==> src/charge_emulation_pkg.sv <==
// Package with register map, field layout, states and timing for the emulation limit selector
package charge_emulation_pkg;

	// APB register byte addresses
	localparam logic [7:0] ADDR_CTRL       = 8'h00;
	localparam logic [7:0] ADDR_LIMIT      = 8'h04;
	localparam logic [7:0] ADDR_CUSTOM_CFG = 8'h08;
	localparam logic [7:0] ADDR_STATUS     = 8'h0c;
	localparam logic [7:0] ADDR_IRQ_STAT   = 8'h10;
	localparam logic [7:0] ADDR_IRQ_MASK   = 8'h14;
	localparam logic [7:0] ADDR_TIMEOUT    = 8'h18;

	// Control register fields
	localparam int CTRL_MODE_LSB    = 0;
	localparam int CTRL_MODE_W      = 3;
	localparam int CTRL_RETRY_BIT   = 3;
	localparam int CTRL_TMO_EN_BIT  = 4;
	localparam int CTRL_HS_CFG_BIT  = 5;
	localparam int CTRL_VARIANT_BIT = 6;
	localparam int CTRL_LEG_EN_LSB  = 8;
	localparam int CTRL_DCP_EN_BIT  = 15;
	localparam int CTRL_CUST_EN_BIT = 16;
	localparam logic [31:0] CTRL_RESET = 32'h0000_ff18;

	// Rationing minimum select field in the custom configuration
	localparam int RMIN_LSB = 2;
	localparam int RMIN_MSB = 4;

	// Current limit codes in mA
	localparam int LIMIT_W = 12;
	localparam logic [LIMIT_W-1:0] LIMIT_CC_THRESHOLD_MA = 12'd1680;
	localparam logic [LIMIT_W-1:0] LIMIT_RESET_MA        = 12'd500;

	// Interrupt bits
	localparam int IRQ_ACCEPT = 0;
	localparam int IRQ_NO_HANDSHAKE_FLAG  = 1;
	localparam int IRQ_REJECT = 2;
	localparam int IRQ_W      = 3;

	// Timing, in microseconds, converted at 250 MHz
	localparam int CLK_MHZ          = 250;
	localparam int EM_RESET_US      = 20;
	localparam int EM_RESET_CYCLES  = EM_RESET_US * CLK_MHZ;
	localparam int DISCHARGE_US     = 10;
	localparam int DISCHARGE_CYCLES = DISCHARGE_US * CLK_MHZ;
	localparam logic [31:0] TIMEOUT_RESET_CYCLES = 32'h0001_0000;

	// Active modes
	typedef enum logic [2:0] {
		MODE_PASS = 3'b000,
		MODE_SDP  = 3'b001,
		MODE_CDP  = 3'b010,
		MODE_DCP  = 3'b011,
		MODE_DCE  = 3'b100
	} active_mode_t;

	// Profile slots: 0 DCP, 1..7 legacy 1..7, 8 custom
	localparam int PROF_W      = 4;
	localparam logic [PROF_W-1:0] PROF_DCP    = 4'h0;
	localparam logic [PROF_W-1:0] PROF_LEG2   = 4'h2;
	localparam logic [PROF_W-1:0] PROF_LEG3   = 4'h3;
	localparam logic [PROF_W-1:0] PROF_CUSTOM = 4'h8;

	typedef enum logic [2:0] {
		ST_IDLE     = 3'b000,
		ST_RESET    = 3'b001,
		ST_SHORT    = 3'b010,
		ST_APPLY    = 3'b011,
		ST_ACCEPTED = 3'b100,
		ST_NO_HANDSHAKE_FLAG    = 3'b101
	} cycle_state_t;

endpackage

==> src/charge_emulation_limit_select.sv <==
// Current-limit mode selector and dedicated emulation cycle controller with APB registers
`timescale 1ns/100ps

module charge_emulation_limit_select #(
	parameter int EM_RESET_COUNT  = charge_emulation_pkg::EM_RESET_CYCLES,
	parameter int DISCHARGE_COUNT = charge_emulation_pkg::DISCHARGE_CYCLES
) (
	// APB slave
	input  wire logic        pclk,
	input  wire logic        presetn,
	input  wire logic        psel,
	input  wire logic        penable,
	input  wire logic        pwrite,
	input  wire logic [7:0]  paddr,
	input  wire logic [31:0] pwdata,
	output logic      [31:0] prdata,
	output logic             pready,
	output logic             pslverr,
	// Port status inputs
	input  wire logic        port_power_enable,
	input  wire logic        current_above_charge_detect,
	// Port control outputs
	output logic             port_switch_closed,
	output logic             bus_discharge,
	output logic             data_line_short_resistor,
	output logic             data_line_signature_on,
	output logic             high_speed_switch_closed,
	output logic             constant_current_limiting,
	output logic [3:0]       applied_profile,
	output logic             irq
);
	import charge_emulation_pkg::*;

	typedef struct packed {
		logic [31:0]         ctrl;
		logic [LIMIT_W-1:0]  limit;
		logic [7:0]          custom_cfg;
		logic [31:0]         timeout;
		logic [IRQ_W-1:0]    irq_stat;
		logic [IRQ_W-1:0]    irq_mask;
		cycle_state_t        state;
		logic [PROF_W-1:0]   prof;
		logic [31:0]         count;
		logic                no_handshake_flag;
		logic                dcp_detected;
		logic                any_enabled;
		logic [31:0]         prdata;
		logic                pready;
		logic                pslverr;
		logic                switch_closed;
		logic                discharge;
		logic                short_on;
		logic                sig_on;
		logic                hs_closed;
		logic                cc;
		logic                irq;
	} state_t;

	state_t r;
	state_t next_r;

	// Decision terms
	active_mode_t                 mode;
	logic                         retry_en;
	logic                         timeout_en;
	logic                         programmable;
	logic                         below_limit;
	logic                         rationing_trip;
	logic [LIMIT_W-1:0]           rationing_min_current;
	logic [2:0]                   rationing_min_current_select;
	logic                         next_cc;
	logic [PROF_W-1:0]            next_prof;
	logic                         wrap;
	logic [PROF_W-1:0]            first_prof;
	logic                         access;
	logic [IRQ_W-1:0]             ev;

	assign rationing_min_current_select = r.custom_cfg[RMIN_MSB:RMIN_LSB];

	// Rationing minimum current table in mA, indexed by the select code
	always_comb begin
		unique case (rationing_min_current_select)
			3'h0: rationing_min_current = 12'd500;
			3'h1: rationing_min_current = 12'd900;
			3'h2: rationing_min_current = 12'd1000;
			3'h3: rationing_min_current = 12'd1200;
			3'h4: rationing_min_current = 12'd1500;
			3'h5: rationing_min_current = 12'd1800;
			3'h6: rationing_min_current = 12'd2000;
			3'h7: rationing_min_current = 12'd2500;
		endcase
	end

	// Profile enable and next-in-order search; custom is last
	function automatic logic prof_enabled(input logic [31:0] c, input logic [PROF_W-1:0] p);
		logic e;
		e = 1'b0;
		if (p == PROF_DCP)
			e = c[CTRL_DCP_EN_BIT];
		else if (p == PROF_CUSTOM)
			e = c[CTRL_CUST_EN_BIT];
		else
			e = c[CTRL_LEG_EN_LSB + int'(p) - 1];
		return e;
	endfunction

	always_comb begin
		next_prof = r.prof;
		wrap      = 1'b1;
		for (int i = 8; i >= 1; i--) begin
			if (int'(r.prof) + i <= int'(PROF_CUSTOM) &&
			    prof_enabled(r.ctrl, PROF_W'(int'(r.prof) + i))) begin
				next_prof = PROF_W'(int'(r.prof) + i);
				wrap      = 1'b0;
			end
		end
	end

	// First enabled slot of a pass; a disabled DCP slot must not fall back to custom
	always_comb begin
		first_prof = PROF_CUSTOM;
		for (int i = 8; i >= 0; i--) begin
			if (prof_enabled(r.ctrl, PROF_W'(i)))
				first_prof = PROF_W'(i);
		end
	end

	// Combinational limit-mode choice
	always_comb begin
		mode           = active_mode_t'(r.ctrl[CTRL_MODE_LSB +: CTRL_MODE_W]);
		retry_en       = r.ctrl[CTRL_RETRY_BIT];
		timeout_en     = r.ctrl[CTRL_TMO_EN_BIT];
		programmable   = r.ctrl[CTRL_VARIANT_BIT];
		below_limit    = r.limit < LIMIT_CC_THRESHOLD_MA;
		rationing_trip = (rationing_min_current < r.limit) ||
		                 (r.limit > LIMIT_CC_THRESHOLD_MA);
		next_cc        = 1'b0;
		unique case (mode)
			MODE_PASS, MODE_SDP: next_cc = 1'b0;
			MODE_CDP, MODE_DCP:  next_cc = below_limit;
			MODE_DCE: begin
				if (r.state == ST_NO_HANDSHAKE_FLAG)
					next_cc = !rationing_trip;
				else if (r.state == ST_ACCEPTED) begin
					if (r.prof == PROF_DCP)
						next_cc = 1'b1;
					else if (programmable)
						next_cc = (r.prof == PROF_LEG2) ? below_limit : !rationing_trip;
					else
						next_cc = (r.prof == PROF_LEG3) ? below_limit : 1'b0;
				end else if (programmable && !timeout_en)
					next_cc = below_limit;
				else
					next_cc = below_limit;
			end
			default: next_cc = 1'b0;
		endcase
	end

	assign access = psel && penable;

	always_comb begin
		next_r         = r;
		ev             = '0;
		next_r.pready  = 1'b0;
		next_r.pslverr = 1'b0;

		// Emulation cycle
		unique case (r.state)
			ST_IDLE: begin
				next_r.switch_closed = (mode != MODE_DCE) && port_power_enable;
				next_r.short_on      = (mode == MODE_DCP);
				next_r.sig_on        = 1'b0;
				next_r.hs_closed     = (mode != MODE_DCP);
				if (mode == MODE_DCE && port_power_enable) begin
					next_r.state = ST_RESET;
					next_r.prof  = PROF_CUSTOM;
					next_r.count = '0;
				end
			end
			ST_RESET: begin
				// Switch open and lines low before each profile
				next_r.switch_closed = 1'b0;
				next_r.short_on      = 1'b0;
				next_r.sig_on        = 1'b0;
				next_r.hs_closed     = 1'b0;
				next_r.discharge     = r.count < 32'(DISCHARGE_COUNT);
				next_r.count         = r.count + 32'h1;
				if (r.count >= 32'(EM_RESET_COUNT - 1)) begin
					next_r.discharge = 1'b0;
					next_r.count     = '0;
					// Start of a pass restarts at the first enabled profile
					if (r.prof == PROF_CUSTOM || wrap)
						next_r.prof = first_prof;
					else
						next_r.prof = next_prof;
					next_r.state = ST_SHORT;
				end
			end
			ST_SHORT: begin
				// Short or signature goes on one cycle ahead of bus voltage
				next_r.short_on = (r.prof == PROF_DCP) || (r.prof == PROF_LEG2) ||
				                  (r.prof == PROF_LEG3);
				next_r.sig_on   = !next_r.short_on;
				next_r.state    = ST_APPLY;
			end
			ST_APPLY: begin
				next_r.switch_closed = 1'b1;
				next_r.count         = r.count + 32'h1;
				// DCP in the cycle always runs its timer
				if ((timeout_en || r.prof == PROF_DCP) && r.count >= r.timeout) begin
					next_r.count = '0;
					if (current_above_charge_detect) begin
						next_r.state        = ST_ACCEPTED;
						next_r.dcp_detected = (r.prof == PROF_DCP);
						ev[IRQ_ACCEPT]      = 1'b1;
					end else begin
						next_r.short_on = 1'b0;
						next_r.sig_on   = 1'b0;
						ev[IRQ_REJECT]  = 1'b1;
						if (wrap && !retry_en) begin
							next_r.state             = ST_NO_HANDSHAKE_FLAG;
							next_r.no_handshake_flag = 1'b1;
							ev[IRQ_NO_HANDSHAKE_FLAG]            = 1'b1;
						end else
							next_r.state = ST_RESET;
					end
				end
			end
			ST_ACCEPTED: begin
				next_r.hs_closed = 1'b0;
			end
			ST_NO_HANDSHAKE_FLAG: begin
				next_r.short_on      = 1'b0;
				next_r.sig_on        = 1'b0;
				next_r.hs_closed     = r.ctrl[CTRL_HS_CFG_BIT];
				next_r.switch_closed = 1'b1;
			end
			default: next_r.state = ST_IDLE;
		endcase

		// Leaving cycle mode or losing power enable aborts the cycle
		if (r.state != ST_IDLE && (mode != MODE_DCE || !port_power_enable)) begin
			next_r.state        = ST_IDLE;
			next_r.dcp_detected = 1'b0;
			next_r.discharge    = 1'b0;
		end

		next_r.cc = next_cc;

		// APB: one wait state per access, unmapped reads zero and errors
		if (access && !r.pready) begin
			next_r.pready = 1'b1;
			next_r.prdata = '0;
			unique case (paddr)
				ADDR_CTRL:       if (pwrite) next_r.ctrl = pwdata;
				                 else next_r.prdata = r.ctrl;
				ADDR_LIMIT:      if (pwrite) next_r.limit = pwdata[LIMIT_W-1:0];
				                 else next_r.prdata = 32'(r.limit);
				ADDR_CUSTOM_CFG: if (pwrite) next_r.custom_cfg = pwdata[7:0];
				                 else next_r.prdata = 32'(r.custom_cfg);
				ADDR_STATUS: begin
					if (!pwrite)
						next_r.prdata = {20'h0, r.prof, 1'b0, r.state,
						                 2'b0, r.dcp_detected, r.no_handshake_flag};
				end
				ADDR_IRQ_STAT: begin
					// Write one to clear; a same-cycle event still sets
					if (pwrite) next_r.irq_stat = r.irq_stat & ~pwdata[IRQ_W-1:0];
					else next_r.prdata = 32'(r.irq_stat);
				end
				ADDR_IRQ_MASK:   if (pwrite) next_r.irq_mask = pwdata[IRQ_W-1:0];
				                 else next_r.prdata = 32'(r.irq_mask);
				ADDR_TIMEOUT:    if (pwrite) next_r.timeout = pwdata;
				                 else next_r.prdata = r.timeout;
				default:         next_r.pslverr = 1'b1;
			endcase
		end
		next_r.irq_stat = next_r.irq_stat | ev;
		next_r.irq      = |(next_r.irq_stat & r.irq_mask);
	end

	always_ff @(posedge pclk or negedge presetn) begin
		if (!presetn) begin
			r          <= '0;
			r.ctrl     <= CTRL_RESET;
			r.limit    <= LIMIT_RESET_MA;
			r.timeout  <= TIMEOUT_RESET_CYCLES;
			r.state    <= ST_IDLE;
			r.hs_closed <= 1'b1;
		end else begin
			r <= next_r;
		end
	end

	assign prdata                    = r.prdata;
	assign pready                    = r.pready;
	assign pslverr                   = r.pslverr;
	assign port_switch_closed        = r.switch_closed;
	assign bus_discharge             = r.discharge;
	assign data_line_short_resistor  = r.short_on;
	assign data_line_signature_on    = r.sig_on;
	assign high_speed_switch_closed  = r.hs_closed;
	assign constant_current_limiting = r.cc;
	assign applied_profile           = r.prof;
	assign irq                       = r.irq;

endmodule

==> config.mk <==
export PLATFORM = sky130hd
export DESIGN_NAME = charge_emulation_limit_select
export DESIGN_NICKNAME = d
export VERILOG_FILES = /design/src/charge_emulation_pkg.sv /design/src/charge_emulation_limit_select.sv
export SDC_FILE = /design/constraint.sdc
export NUM_CORES = 1
export LEC_CHECK = 0
export ABC_AREA = 1
export BUFFER_PORTS_ARGS = -buffer_cell sky130_fd_sc_hd__buf_2
export CORE_MARGIN = 3
export CORE_UTILIZATION = 38
export CTS_CLUSTER_SIZE = 14
export DETAILED_ROUTE_END_ITERATION = 8
export GPL_ROUTABILITY_DRIVEN = 0
export PLACE_DENSITY = 0.51
export SYNTH_ARGS = -nofsm -noshare
export SYNTH_HDL_FRONTEND = slang
export SYNTH_SLANG_ARGS = --single-unit
==> constraint.sdc <==
create_clock -name pclk -period 3.7 [get_ports pclk]
set_input_delay 0.37 -clock pclk [delete_from_list [all_inputs] [get_ports pclk]]
set_output_delay 0.37 -clock pclk [all_outputs]
set_load 0.1 [all_outputs]
==> flow_summary_export.csv, run 1 <==
group,metric,value,unit
status,outcome,"complete, no violations",
finish,multi_input_area,0.00591,mm²
clock_tree,htree_levels,4,
timing,period_share,0.830,
timing,hold_violations,0,
routing,vias,10759,
worst_setup_path,critPathKind,"flop to flop",
grt,grt_usage,0.226,
timing,relSlewSlack,0.209,
routing,viasPerCell,5.29,
worst_setup_path,crit_top_cell,"nand2_1",
finish,fillers,3138,
logic_synthesis,synth_area_leader_cell,"dfrtp_1",
pwr,powerDensity,652,mW/mm²
routing,wire_per_inst,18.1,µm
routing,drc_errors,0,
timing,setup_tns,0,ns
timing,period_minus_slack,3.07,ns
logic_synthesis,netlist_area,0.0116,mm²
routing,first_pass_iters,5,
finish,final_cells,2034,
worst_setup_path,worst_ep_arrival_time,3.45,ns
timing,finalSetupViolCount,0,
floorplanning,initial_core_util,0.388,
grt,grt.overflow.total,0,
routing,wirelength,36900,µm
worst_setup_path,crit_chain,"inv_1, ha_1, inv_2, nand2_1, nand2_1, nand2_1, nand2_1, nor2_1, nor2_1, nand2_1, inv_2, nand3_2, nand2_2, nor2_2, nand2_4, nand2_4, nor2_1, nand2_1, nand3_1, nand2_1, nand2_1",
floorplanning,num_io_pins,92,
floorplanning,core,0.0298,mm²
floorplanning,dieArea,0.0326,mm²
worst_setup_path,worstPathRequired,4.08,ns
routing,dr.first_iter.drc_count,861,
logic_synthesis,syn_nets,1701,
logic_synthesis,synthDistinctLibCells,48,
worst_hold_path,hold_class,"input port to flop",
worst_setup_path,start_kind,"flop",
finish,drive_gt1_frac,0.119,
worst_setup_path,reg2reg_depth,21,
worst_setup_path,cp_slowest_cell,"dfrtp_1",
logic_synthesis,yosysSeqAreaShare,0.374,
clock_tree,clock_sinks,172,
job,drv_cap,0,
logic_synthesis,async_reset_ff_frac,1.00,
floorplanning,die_x,180,µm
logic_synthesis,ys_warn_count,0,
placed_design,dp.cells,2001,
timing,fin_skew,0.0166,ns
pwr,ir_drop,0.000309,V
grt,grt_max_degree,67,
logic_synthesis,ys_ff_latch,172,
finish,area_growth_syn_to_layout,10.5,%
logic_synthesis,synth_flop_cell,"dfrtp_1",
finish,final_nets,1743,
clock_tree,cts_buffers,17,
timing,report.final.slew_viol_count,0,
logic_synthesis,ys_top_cells_by_count,"nand2_1 (433), inv_1 (207), o21ai_0 (156)",
logic_synthesis,netlist_instances,1589,
logic_synthesis,synth_edf_count,0,
clock_tree,clk_pin_slew,0.08,ns
worst_hold_path,hold_depth,3,
placed_design,place_hpwl,27800,µm
worst_setup_path,critical_path.max_fanout,20,
grt,grt_pass1_vias,10456,
timing,fmax,0.326,GHz
clock_tree,cts_buffer_depth,2,
clock_tree,insertion_delay,0.45,ns
finish,final-seq-area,0.00433,mm²
finish,n_antenna_cell,0,
worst_setup_path,cp_slowest_stage_delay,0.38,ns
clock_tree,cts_tree,"built",
floorplanning,die_h,180,µm
logic_synthesis,synth.area.top_cells,"dfrtp_1 (33%), nand2_1 (14%), ha_1 (7.0%)",
logic_synthesis,synth.top_cell.area_share,0.333,
timing,rsz0062_at_grt,"false",
grt,grt_pass1_wl,58700,µm
logic_synthesis,synth.avg_cell_area,7.28,µm²
routing,ant_nets,0,
grt,antenna_found_initial,0,
placed_design,port_buffers,91,
worst_setup_path,end_kind,"flop",
floorplanning,row_count,63,
timing,worstMarginPinSlew,1.19,ns
finish,utilization,0.429,
clock_tree,clock-root-buffer,"clkbuf_16",
logic_synthesis,yosysMostFrequentCell,"nand2_1",
pwr,leakage,6.19,nW
-- cell usage in the layout (no fill, tap or decap), types with 18 or more instances in the layout --
master     n
dfrtp_1  154
a22o_1    21
nor3_1    33
nand2_1  431
inv_1    207
buf_2     90
o22ai_1   47
ha_1      65
nand4_1   23
nor2_1    67
a21oi_1   54
o21ai_0  156
nand3_1  108
xor2_1    24
dfstp_2   18
-- worst max-delay path: cells and delay by family (launching register included) --
kind          cells  cell delay [ns]
fa+ha+maj         1             0.32
flops             1             0.38
buf+inv           3             0.60
simple gates     17             1.70
-- report_power, final --
| group | total, mW | leakage (nW) | internal, mW | switching (mW) |
|---|---|---|---|---|
| sequential | 2.41 | 2.24 | 2.11 | 0.303 |
| combinational | 4.01 | 3.65 | 1.29 | 2.71 |
| clock | 1.92 | 0.301 | 0.982 | 0.937 |
| total | 8.34 | 6.19 | 4.38 | 3.95 |
-- kinds of logic after synthesis --
family	Yosys count	share of synthesized area
AOI/OAI and AO/OA	324	0.163
xor gates and xnor gates	25	0.0189
adders and majority gates	65	0.0703
buffers and inverters	306	0.117
DFF	172	0.374
and+or+nand+nor	697	0.257
-- path summary, 6_finish.rpt --
path,to,slack [ns],start
max,applied_profile[1]$_DFFE_PN0P_,0.63,applied_profile[1]$_DFFE_PN0P_
min,pready$_DFF_PN0_,0.16,penable
max reg2reg,applied_profile[1]$_DFFE_PN0P_,0.63,applied_profile[1]$_DFFE_PN0P_
min reg2reg,r[43]$_DFFE_PN0P_,0.46,r[43]$_DFFE_PN0P_
max in group asynchronous,r[150]$_DFFE_PN1P_,2.38,presetn
min in group asynchronous,r[90]$_DFFE_PN0P_,0.49,presetn
-- what timing repair did --
action,in CTS,in global routing
endpoints found under the hold margin,54,0
buffers inserted,0,0
hold buffers,1,0
setup endpoints to repair,0,0
resized for setup,0,0
-- final cells by class --
class / instances / share of cell area
Inverter: 219 / 0.0643
Timing Repair Buffer: 110 / 0.0485
Clock buffer: 17 / 0.0333
Clock inverter: 15 / 0.0149
Multi-Input combinational cell: 1111 / 0.462
Sequential cell: 172 / 0.338
Tap cell: 390 / 0.0382
-- routing by layer --
layer / GRT usage / vias to the layer above / wire, µm
li1: - / 5324 / -
met1: 0.313 / 5078 / 16900
met2: 0.366 / 305 / 17100
met3: 0.0337 / 52 / 1830
met4: 0.0725 / 0 / 983
met5: 0 / - / 0
-- flip-flops by register name, summed over array words and instances (netlist names) --
name,cells
r,123
prdata,32
applied_profile,4
mode,3
bus_discharge,1
constant_current_limiting,1
data_line_short_resistor,1
data_line_signature_on,1
high_speed_switch_closed,1
irq,1
port_switch_closed,1
pready,1
programmable,1
pslverr,1
-- per-stage QoR --
stage / power (mW) / hold slack, ns / worst slack, ns / cell area [µm²]
4_1_cts: 8.36 / 0.142 / 0.633 / 12800
6_report: 8.34 / 0.159 / 0.631 / 12800
2_1_floorplan: 5.52 / 0.0744 / 0.906 / 11600
5_1_grt: 9.04 / 0.190 / 0.296 / 12800
3_5_place_dp: 6.43 / 0.429 / 0.655 / 12200
3_3_place_gp: 6.39 / 0.431 / 0.713 / 12200
(Power assumes the default switching activity.)
==> inputs of run 2 (changes only) <==
==> constraint.sdc (replaced) <==
create_clock -name pclk -period 2.9 [get_ports pclk]
set_input_delay 0.29 -clock pclk [delete_from_list [all_inputs] [get_ports pclk]]
set_output_delay 0.29 -clock pclk [all_outputs]
set_load 0.1 [all_outputs]
==> flow_summary_export.csv, run 2 (synthesis results as in run 1) <==
group,metric,value,unit
status,outcome,"complete, no violations",
pwr,ir_drop,0.000477,V
placed_design,dp.cells,2027,
timing,period_share,0.949,
timing,setup_tns,0,ns
timing,relSlewSlack,0.498,
timing,finalSetupViolCount,0,
floorplanning,initial_core_util,0.388,
worst_hold_path,hold_class,"input port to flop",
job,drv_cap,0,
grt,grt_usage,0.226,
pwr,seq_power_share,0.281,
floorplanning,row_count,63,
floorplanning,die_h,180,µm
timing,period_minus_slack,2.75,ns
grt,grt_pass1_wl,58500,µm
worst_setup_path,r2r_start,"applied_profile[1]$_DFFE_PN0P_",
clock_tree,cts_buffers,17,
worst_setup_path,start_kind,"flop",
placed_design,place_hpwl,28500,µm
clock_tree,cts_buffer_depth,2,
pwr,p_total,10.9,mW
clock_tree,cts_tree,"built",
grt,grt_max_degree,66,
worst_setup_path,critical_path.max_fanout,8,
grt,grt_pass1_vias,10162,
grt,antenna_found_initial,0,
clock_tree,htree_levels,4,
floorplanning,num_io_pins,92,
routing,wirelength,37200,µm
finish,layout_common_cells,"nand2_1 (425), inv_1 (206), o21ai_0 (156)",
pwr,intPower,5.84,mW
worst_setup_path,reg2reg_slack,0.15,ns
finish,final_common_cell,"nand2_1",
worst_setup_path,critPathKind,"flop to flop",
grt,grt.overflow.total,0,
finish,largest_reg_flops,123,
worst_setup_path,reg2reg_depth,22,
timing,fin_skew,0.0162,ns
pwr,p_sw,5.07,mW
worst_setup_path,worstPathRequired,3.27,ns
clock_tree,clock_sinks,172,
timing,rsz0062_at_grt,"false",
finish,fillers,3084,
timing,fmax,0.363,GHz
pwr,powerDensity,836,mW/mm²
routing,drc_errors,0,
finish,area_growth_syn_to_layout,12.8,%
clock_tree,clk_pin_slew,0.08,ns
finish,n_antenna_cell,0,
routing,ant_nets,0,
clock_tree,clock-root-buffer,"clkbuf_16",
finish,regMostFlops,"r",
routing,dr.first_iter.drc_count,909,
worst_setup_path,r2r_end,"irq$_DFF_PN0_",
routing,first_pass_iters,6,
pwr,pwr-share-comb,0.511,
finish,final_cells,2063,
finish,final_nets,1772,
worst_setup_path,crit_end,"irq$_DFF_PN0_",
timing,hold_slack,0.0934,ns
worst_setup_path,cp-startpoint,"applied_profile[1]$_DFFE_PN0P_",
timing,worstMarginPinSlew,0.734,ns
worst_setup_path,end_kind,"flop",
worst_setup_path,worst_ep_arrival_time,3.12,ns
timing,hold_violations,0,
routing,wire_per_inst,18.0,µm
floorplanning,core,0.0298,mm²
routing,viasPerCell,5.22,
finish,drive_gt1_frac,0.138,
timing,report.final.slew_viol_count,0,
pwr,leakage,6.33,nW
pwr,clock_power_share,0.208,
pwr,swShare,0.465,
floorplanning,die_x,180,µm
floorplanning,dieArea,0.0326,mm²
routing,vias,10773,
placed_design,port_buffers,91,
clock_tree,insertion_delay,0.45,ns
-- run 2: cell types whose count changed in the layout (fill, tap and decap cells not counted), sizes merged --
cell / previous run / this run
buf: 109 / 137
inv: 226 / 220
clkbuf: 17 / 21
clkinvlp: 0 / 4
clkinv: 7 / 5
nand2: 441 / 442
-- run 2: through the flow --
step	instance area, µm²	setup slack [ns]	utilization
detailed placement	12400	0.0358	0.415
global placement	12400	0.0414	0.415
floorplan	11600	0.106	-
CTS	12900	0.0347	0.434
global route	13100	0.00205	0.438
finish	13100	0.148	0.438
-- run 2: how the worst min path moves through the flow --
stage / startpoint / end / cells past startpoint
floorplan: presetn / applied_profile[0]$_DFFE_PN0P_ / 0
global placement: presetn / r[91]$_DFFE_PN0P_ / 1
detailed placement: presetn / r[89]$_DFFE_PN0P_ / 1
CTS: penable / pready$_DFF_PN0_ / 3
global route: penable / pready$_DFF_PN0_ / 3
finish: penable / pready$_DFF_PN0_ / 3
-- run 2: repair_timing --
action,in CTS,in global routing
endpoints found under the setup margin,1,40
buffers inserted,0,2
gates cloned,0,1
hold buffers,1,0
hold endpoints to repair,54,0
pin swaps,0,2
resized for setup,1,22
-- run 2: worst max-delay path, cell delays in order, from the launching register on --
cell and delay, ns:
dfrtp_1 0.38, inv_1 0.15, buf_6 0.16, ha_1 0.26
inv_1 0.08, nand2_2 0.10, nand2_4 0.13, inv_4 0.06
nand3_1 0.06, nand2_1 0.07, nand2_1 0.06, nand3_1 0.06
nand2_1 0.09, nand2_1 0.08, nand3_2 0.10, nand2_2 0.10
nor2_4 0.15, nand2_4 0.09, nor2_4 0.12, nand3_2 0.12
nand2_1 0.11, nand2_1 0.05, nand3_1 0.08
-- run 2: power groups by stage --
stage          clock network (mW)  logic [mW]  registers, mW
2_1_floorplan                   0        3.89           3.15
3_3_place_gp                    0        5.27           3.10
3_5_place_dp                    0        5.29           3.10
4_1_cts                      2.32        5.33           3.06
5_1_grt                      2.40        6.28           3.10
6_report                     2.27        5.58           3.06
-- run 2: per-layer routing --
layer | track usage | routed length [µm]
met2 | 0.380 | 17900
met5 | 0 | 0
met3 | 0.0313 | 1640
met4 | 0.0577 | 706
met1 | 0.307 | 17000
-- run 2: final cells by class --
type / instances / area (µm²) / share of cell area
multi-input cells: 1112 / 5970 / 0.457
flip-flops and latches: 172 / 4330 / 0.332
repair buffers: 138 / 881 / 0.0675
inverters: 219 / 825 / 0.0632
well taps: 390 / 488 / 0.0374
clock buffers: 21 / 450 / 0.0345
clock inverters: 11 / 113 / 0.00863
==> inputs of run 3 (changes only) <==
--- a/config.mk
+++ b/config.mk
@@ -13,6 +13,7 @@
 export DETAILED_ROUTE_END_ITERATION = 8
 export GPL_ROUTABILITY_DRIVEN = 0
 export PLACE_DENSITY = 0.51
+export SETUP_SLACK_MARGIN = 0.4
 export SYNTH_ARGS = -nofsm -noshare
 export SYNTH_HDL_FRONTEND = slang
 export SYNTH_SLANG_ARGS = --single-unit
==> flow_summary_export.csv, run 3 (synthesis results as in run 1) <==
group,metric,value,unit
placed_design,port_buffers,91,
finish,regMostFlops,"r",
grt,grt_usage,0.237,
worst_setup_path,path_buf_inv,0,
timing,worstMarginPinSlew,0.753,ns
pwr,intPower,6.64,mW
worst_setup_path,critical_path.max_fanout,5,
clock_tree,clock_sinks,172,
finish,n_antenna_cell,0,
pwr,clock_power_share,0.189,
grt,grt_pass1_wl,61300,µm
pwr,swShare,0.464,
finish,drive_gt1_frac,0.236,
worst_setup_path,cp_slowest_cell,"dfrtp_2",
floorplanning,row_count,63,
timing,report.final.slew_viol_count,0,
routing,drc_errors,0,
finish,postLayoutCellArea,0.0143,mm²
finish,fillers,3052,
routing,viasPerCell,5.27,
pwr,ir_drop,0.000375,V
timing,setup_tns,0,ns
pwr,pwr-share-comb,0.564,
floorplanning,core,0.0298,mm²
timing,finalSetupViolCount,0,
job,drv_cap,0,
floorplanning,die_h,180,µm
routing,dr.first_iter.drc_count,832,
clock_tree,clk_pin_slew,0.08,ns
floorplanning,initial_core_util,0.388,
worst_setup_path,path_delay_family,"simple AND/OR/NAND/NOR gates",
pwr,seq_power_share,0.247,
timing,relSlewSlack,0.491,
placed_design,placed_area,0.0124,mm²
grt,grt_max_degree,65,
floorplanning,dieArea,0.0326,mm²
pwr,powerDensity,866,mW/mm²
timing,fin_skew,0.0166,ns
worst_setup_path,crit_chain,"ha_2, nand2_1, nor2_2, nand3_2, nor2_4, nand2_2, nor4_4, nand4_1, nor4_2, xor2_1, o22ai_4",
timing,period_share,0.887,
worst_setup_path,critPathKind,"flop to flop",
timing,rsz0062_at_grt,"true",
pwr,p_sw,5.74,mW
grt,grt.overflow.total,0,
clock_tree,insertion_delay,0.45,ns
timing,period_minus_slack,2.57,ns
worst_setup_path,worstPathRequired,3.21,ns
finish,utilization,0.479,
worst_hold_path,hold_class,"input port to flop",
placed_design,place_hpwl,28200,µm
clock_tree,cts_buffer_depth,2,
grt,grt_pass1_vias,10981,
finish,layout_common_cells,"nand2_1 (391), inv_1 (198), dfrtp_1 (148)",
worst_setup_path,cp_slowest_stage_delay,0.44,ns
timing,hold_slack,0.0856,ns
finish,final_nets,1815,
routing,ant_nets,0,
finish,largest_reg_flops,123,
floorplanning,num_io_pins,92,
clock_tree,cts_buffers,17,
pwr,leakage,6.75,nW
worst_setup_path,worst_ep_arrival_time,2.89,ns
clock_tree,htree_levels,4,
timing,hold_violations,0,
finish,final_common_cell,"nand2_1",
routing,wirelength,38700,µm
finish,area_growth_syn_to_layout,23.5,%
routing,vias,11106,
routing,wire_per_inst,18.4,µm
worst_setup_path,start_kind,"flop",
routing,first_pass_iters,5,
clock_tree,clock-root-buffer,"clkbuf_16",
timing,fmax,0.389,GHz
clock_tree,cts_tree,"built",
floorplanning,die_x,180,µm
grt,antenna_found_initial,0,
status,outcome,"complete, no violations",
worst_setup_path,end_kind,"flop",
[run 3: changes by cell type in the layout (fill, tap and decap cells not counted), moves of 27 or more]
cell     previous run  this run
buf_4              38        67
nand2_1           425       391
o22ai_2             0        27
nand2_2            13        40
o22ai_1            47        17
[run 3: layer usage]
layer	track usage	vias to the layer above	routed length [µm]
met5	0	-	0
li1	-	5463	-
met4	0.0927	0	1260
met3	0.0355	64	1680
met1	0.320	5264	17500
met2	0.385	315	18200
[run 3: worst paths after layout]
check | to | slack, ns | startpoint | cells after the start
max reg2reg | r[74]$_DFFE_PN0P_ | 0.33 | r[44]$_DFFE_PN0P_ | 11
min | pready$_DFF_PN0_ | 0.09 | penable | 3
min in group asynchronous | r[90]$_DFFE_PN0P_ | 0.40 | presetn | 2
max in group asynchronous | high_speed_switch_closed$_DFFE_PN1P_ | 1.66 | presetn | 3
max | r[74]$_DFFE_PN0P_ | 0.33 | r[44]$_DFFE_PN0P_ | 11
min reg2reg | r[43]$_DFFE_PN0P_ | 0.46 | r[43]$_DFFE_PN0P_ | 2
[run 3: layout make-up]
type	instances	area (µm²)	share of cell area
multi-input cells	1112	6670	0.467
flip-flops and latches	172	4330	0.303
repair buffers	181	1370	0.0958
inverters	219	843	0.0590
well taps	390	488	0.0342
clock buffers	19	433	0.0303
clock inverters	13	148	0.0103
[run 3: worst register-to-register path, delay by kind of cell, from the launching register on]
family                     cells  cell delay, ns
adders and majority gates      1            0.21
and+or+nand+nor                8            1.43
DFF                            1            0.44
AOI/OAI and AO/OA              1            0.10
xor gates and xnor gates       1            0.28
[run 3: power groups by stage]
stage	Combinational [mW]	Sequential, mW	Clock (mW)
6_report	6.98	3.05	2.34
5_1_grt	7.75	3.10	2.50
4_1_cts	6.25	3.04	2.39
3_5_place_dp	5.37	3.09	0
3_3_place_gp	5.33	3.09	0
2_1_floorplan	3.95	3.15	0
[run 3: per-stage QoR]
step           power, mW  cells  setup WS, ns
3_3_place_gp        8.41   2020        0.0785
3_5_place_dp        8.46   2020        0.0476
2_1_floorplan       7.10   1589         0.385
5_1_grt             13.4   2106         0.155
6_report            12.4   2106         0.328
4_1_cts             11.7   2092         0.321
[run 3: timing repair]
action | CTS | global route
pin swaps | 30 | 42
gates resized for setup | 86 | 109
gates cloned | 5 | 0
hold buffers | 1 | 0
hold endpoints to repair | 58 | 0
endpoints found under the setup margin | 48 | 48
setup buffers | 34 | 14
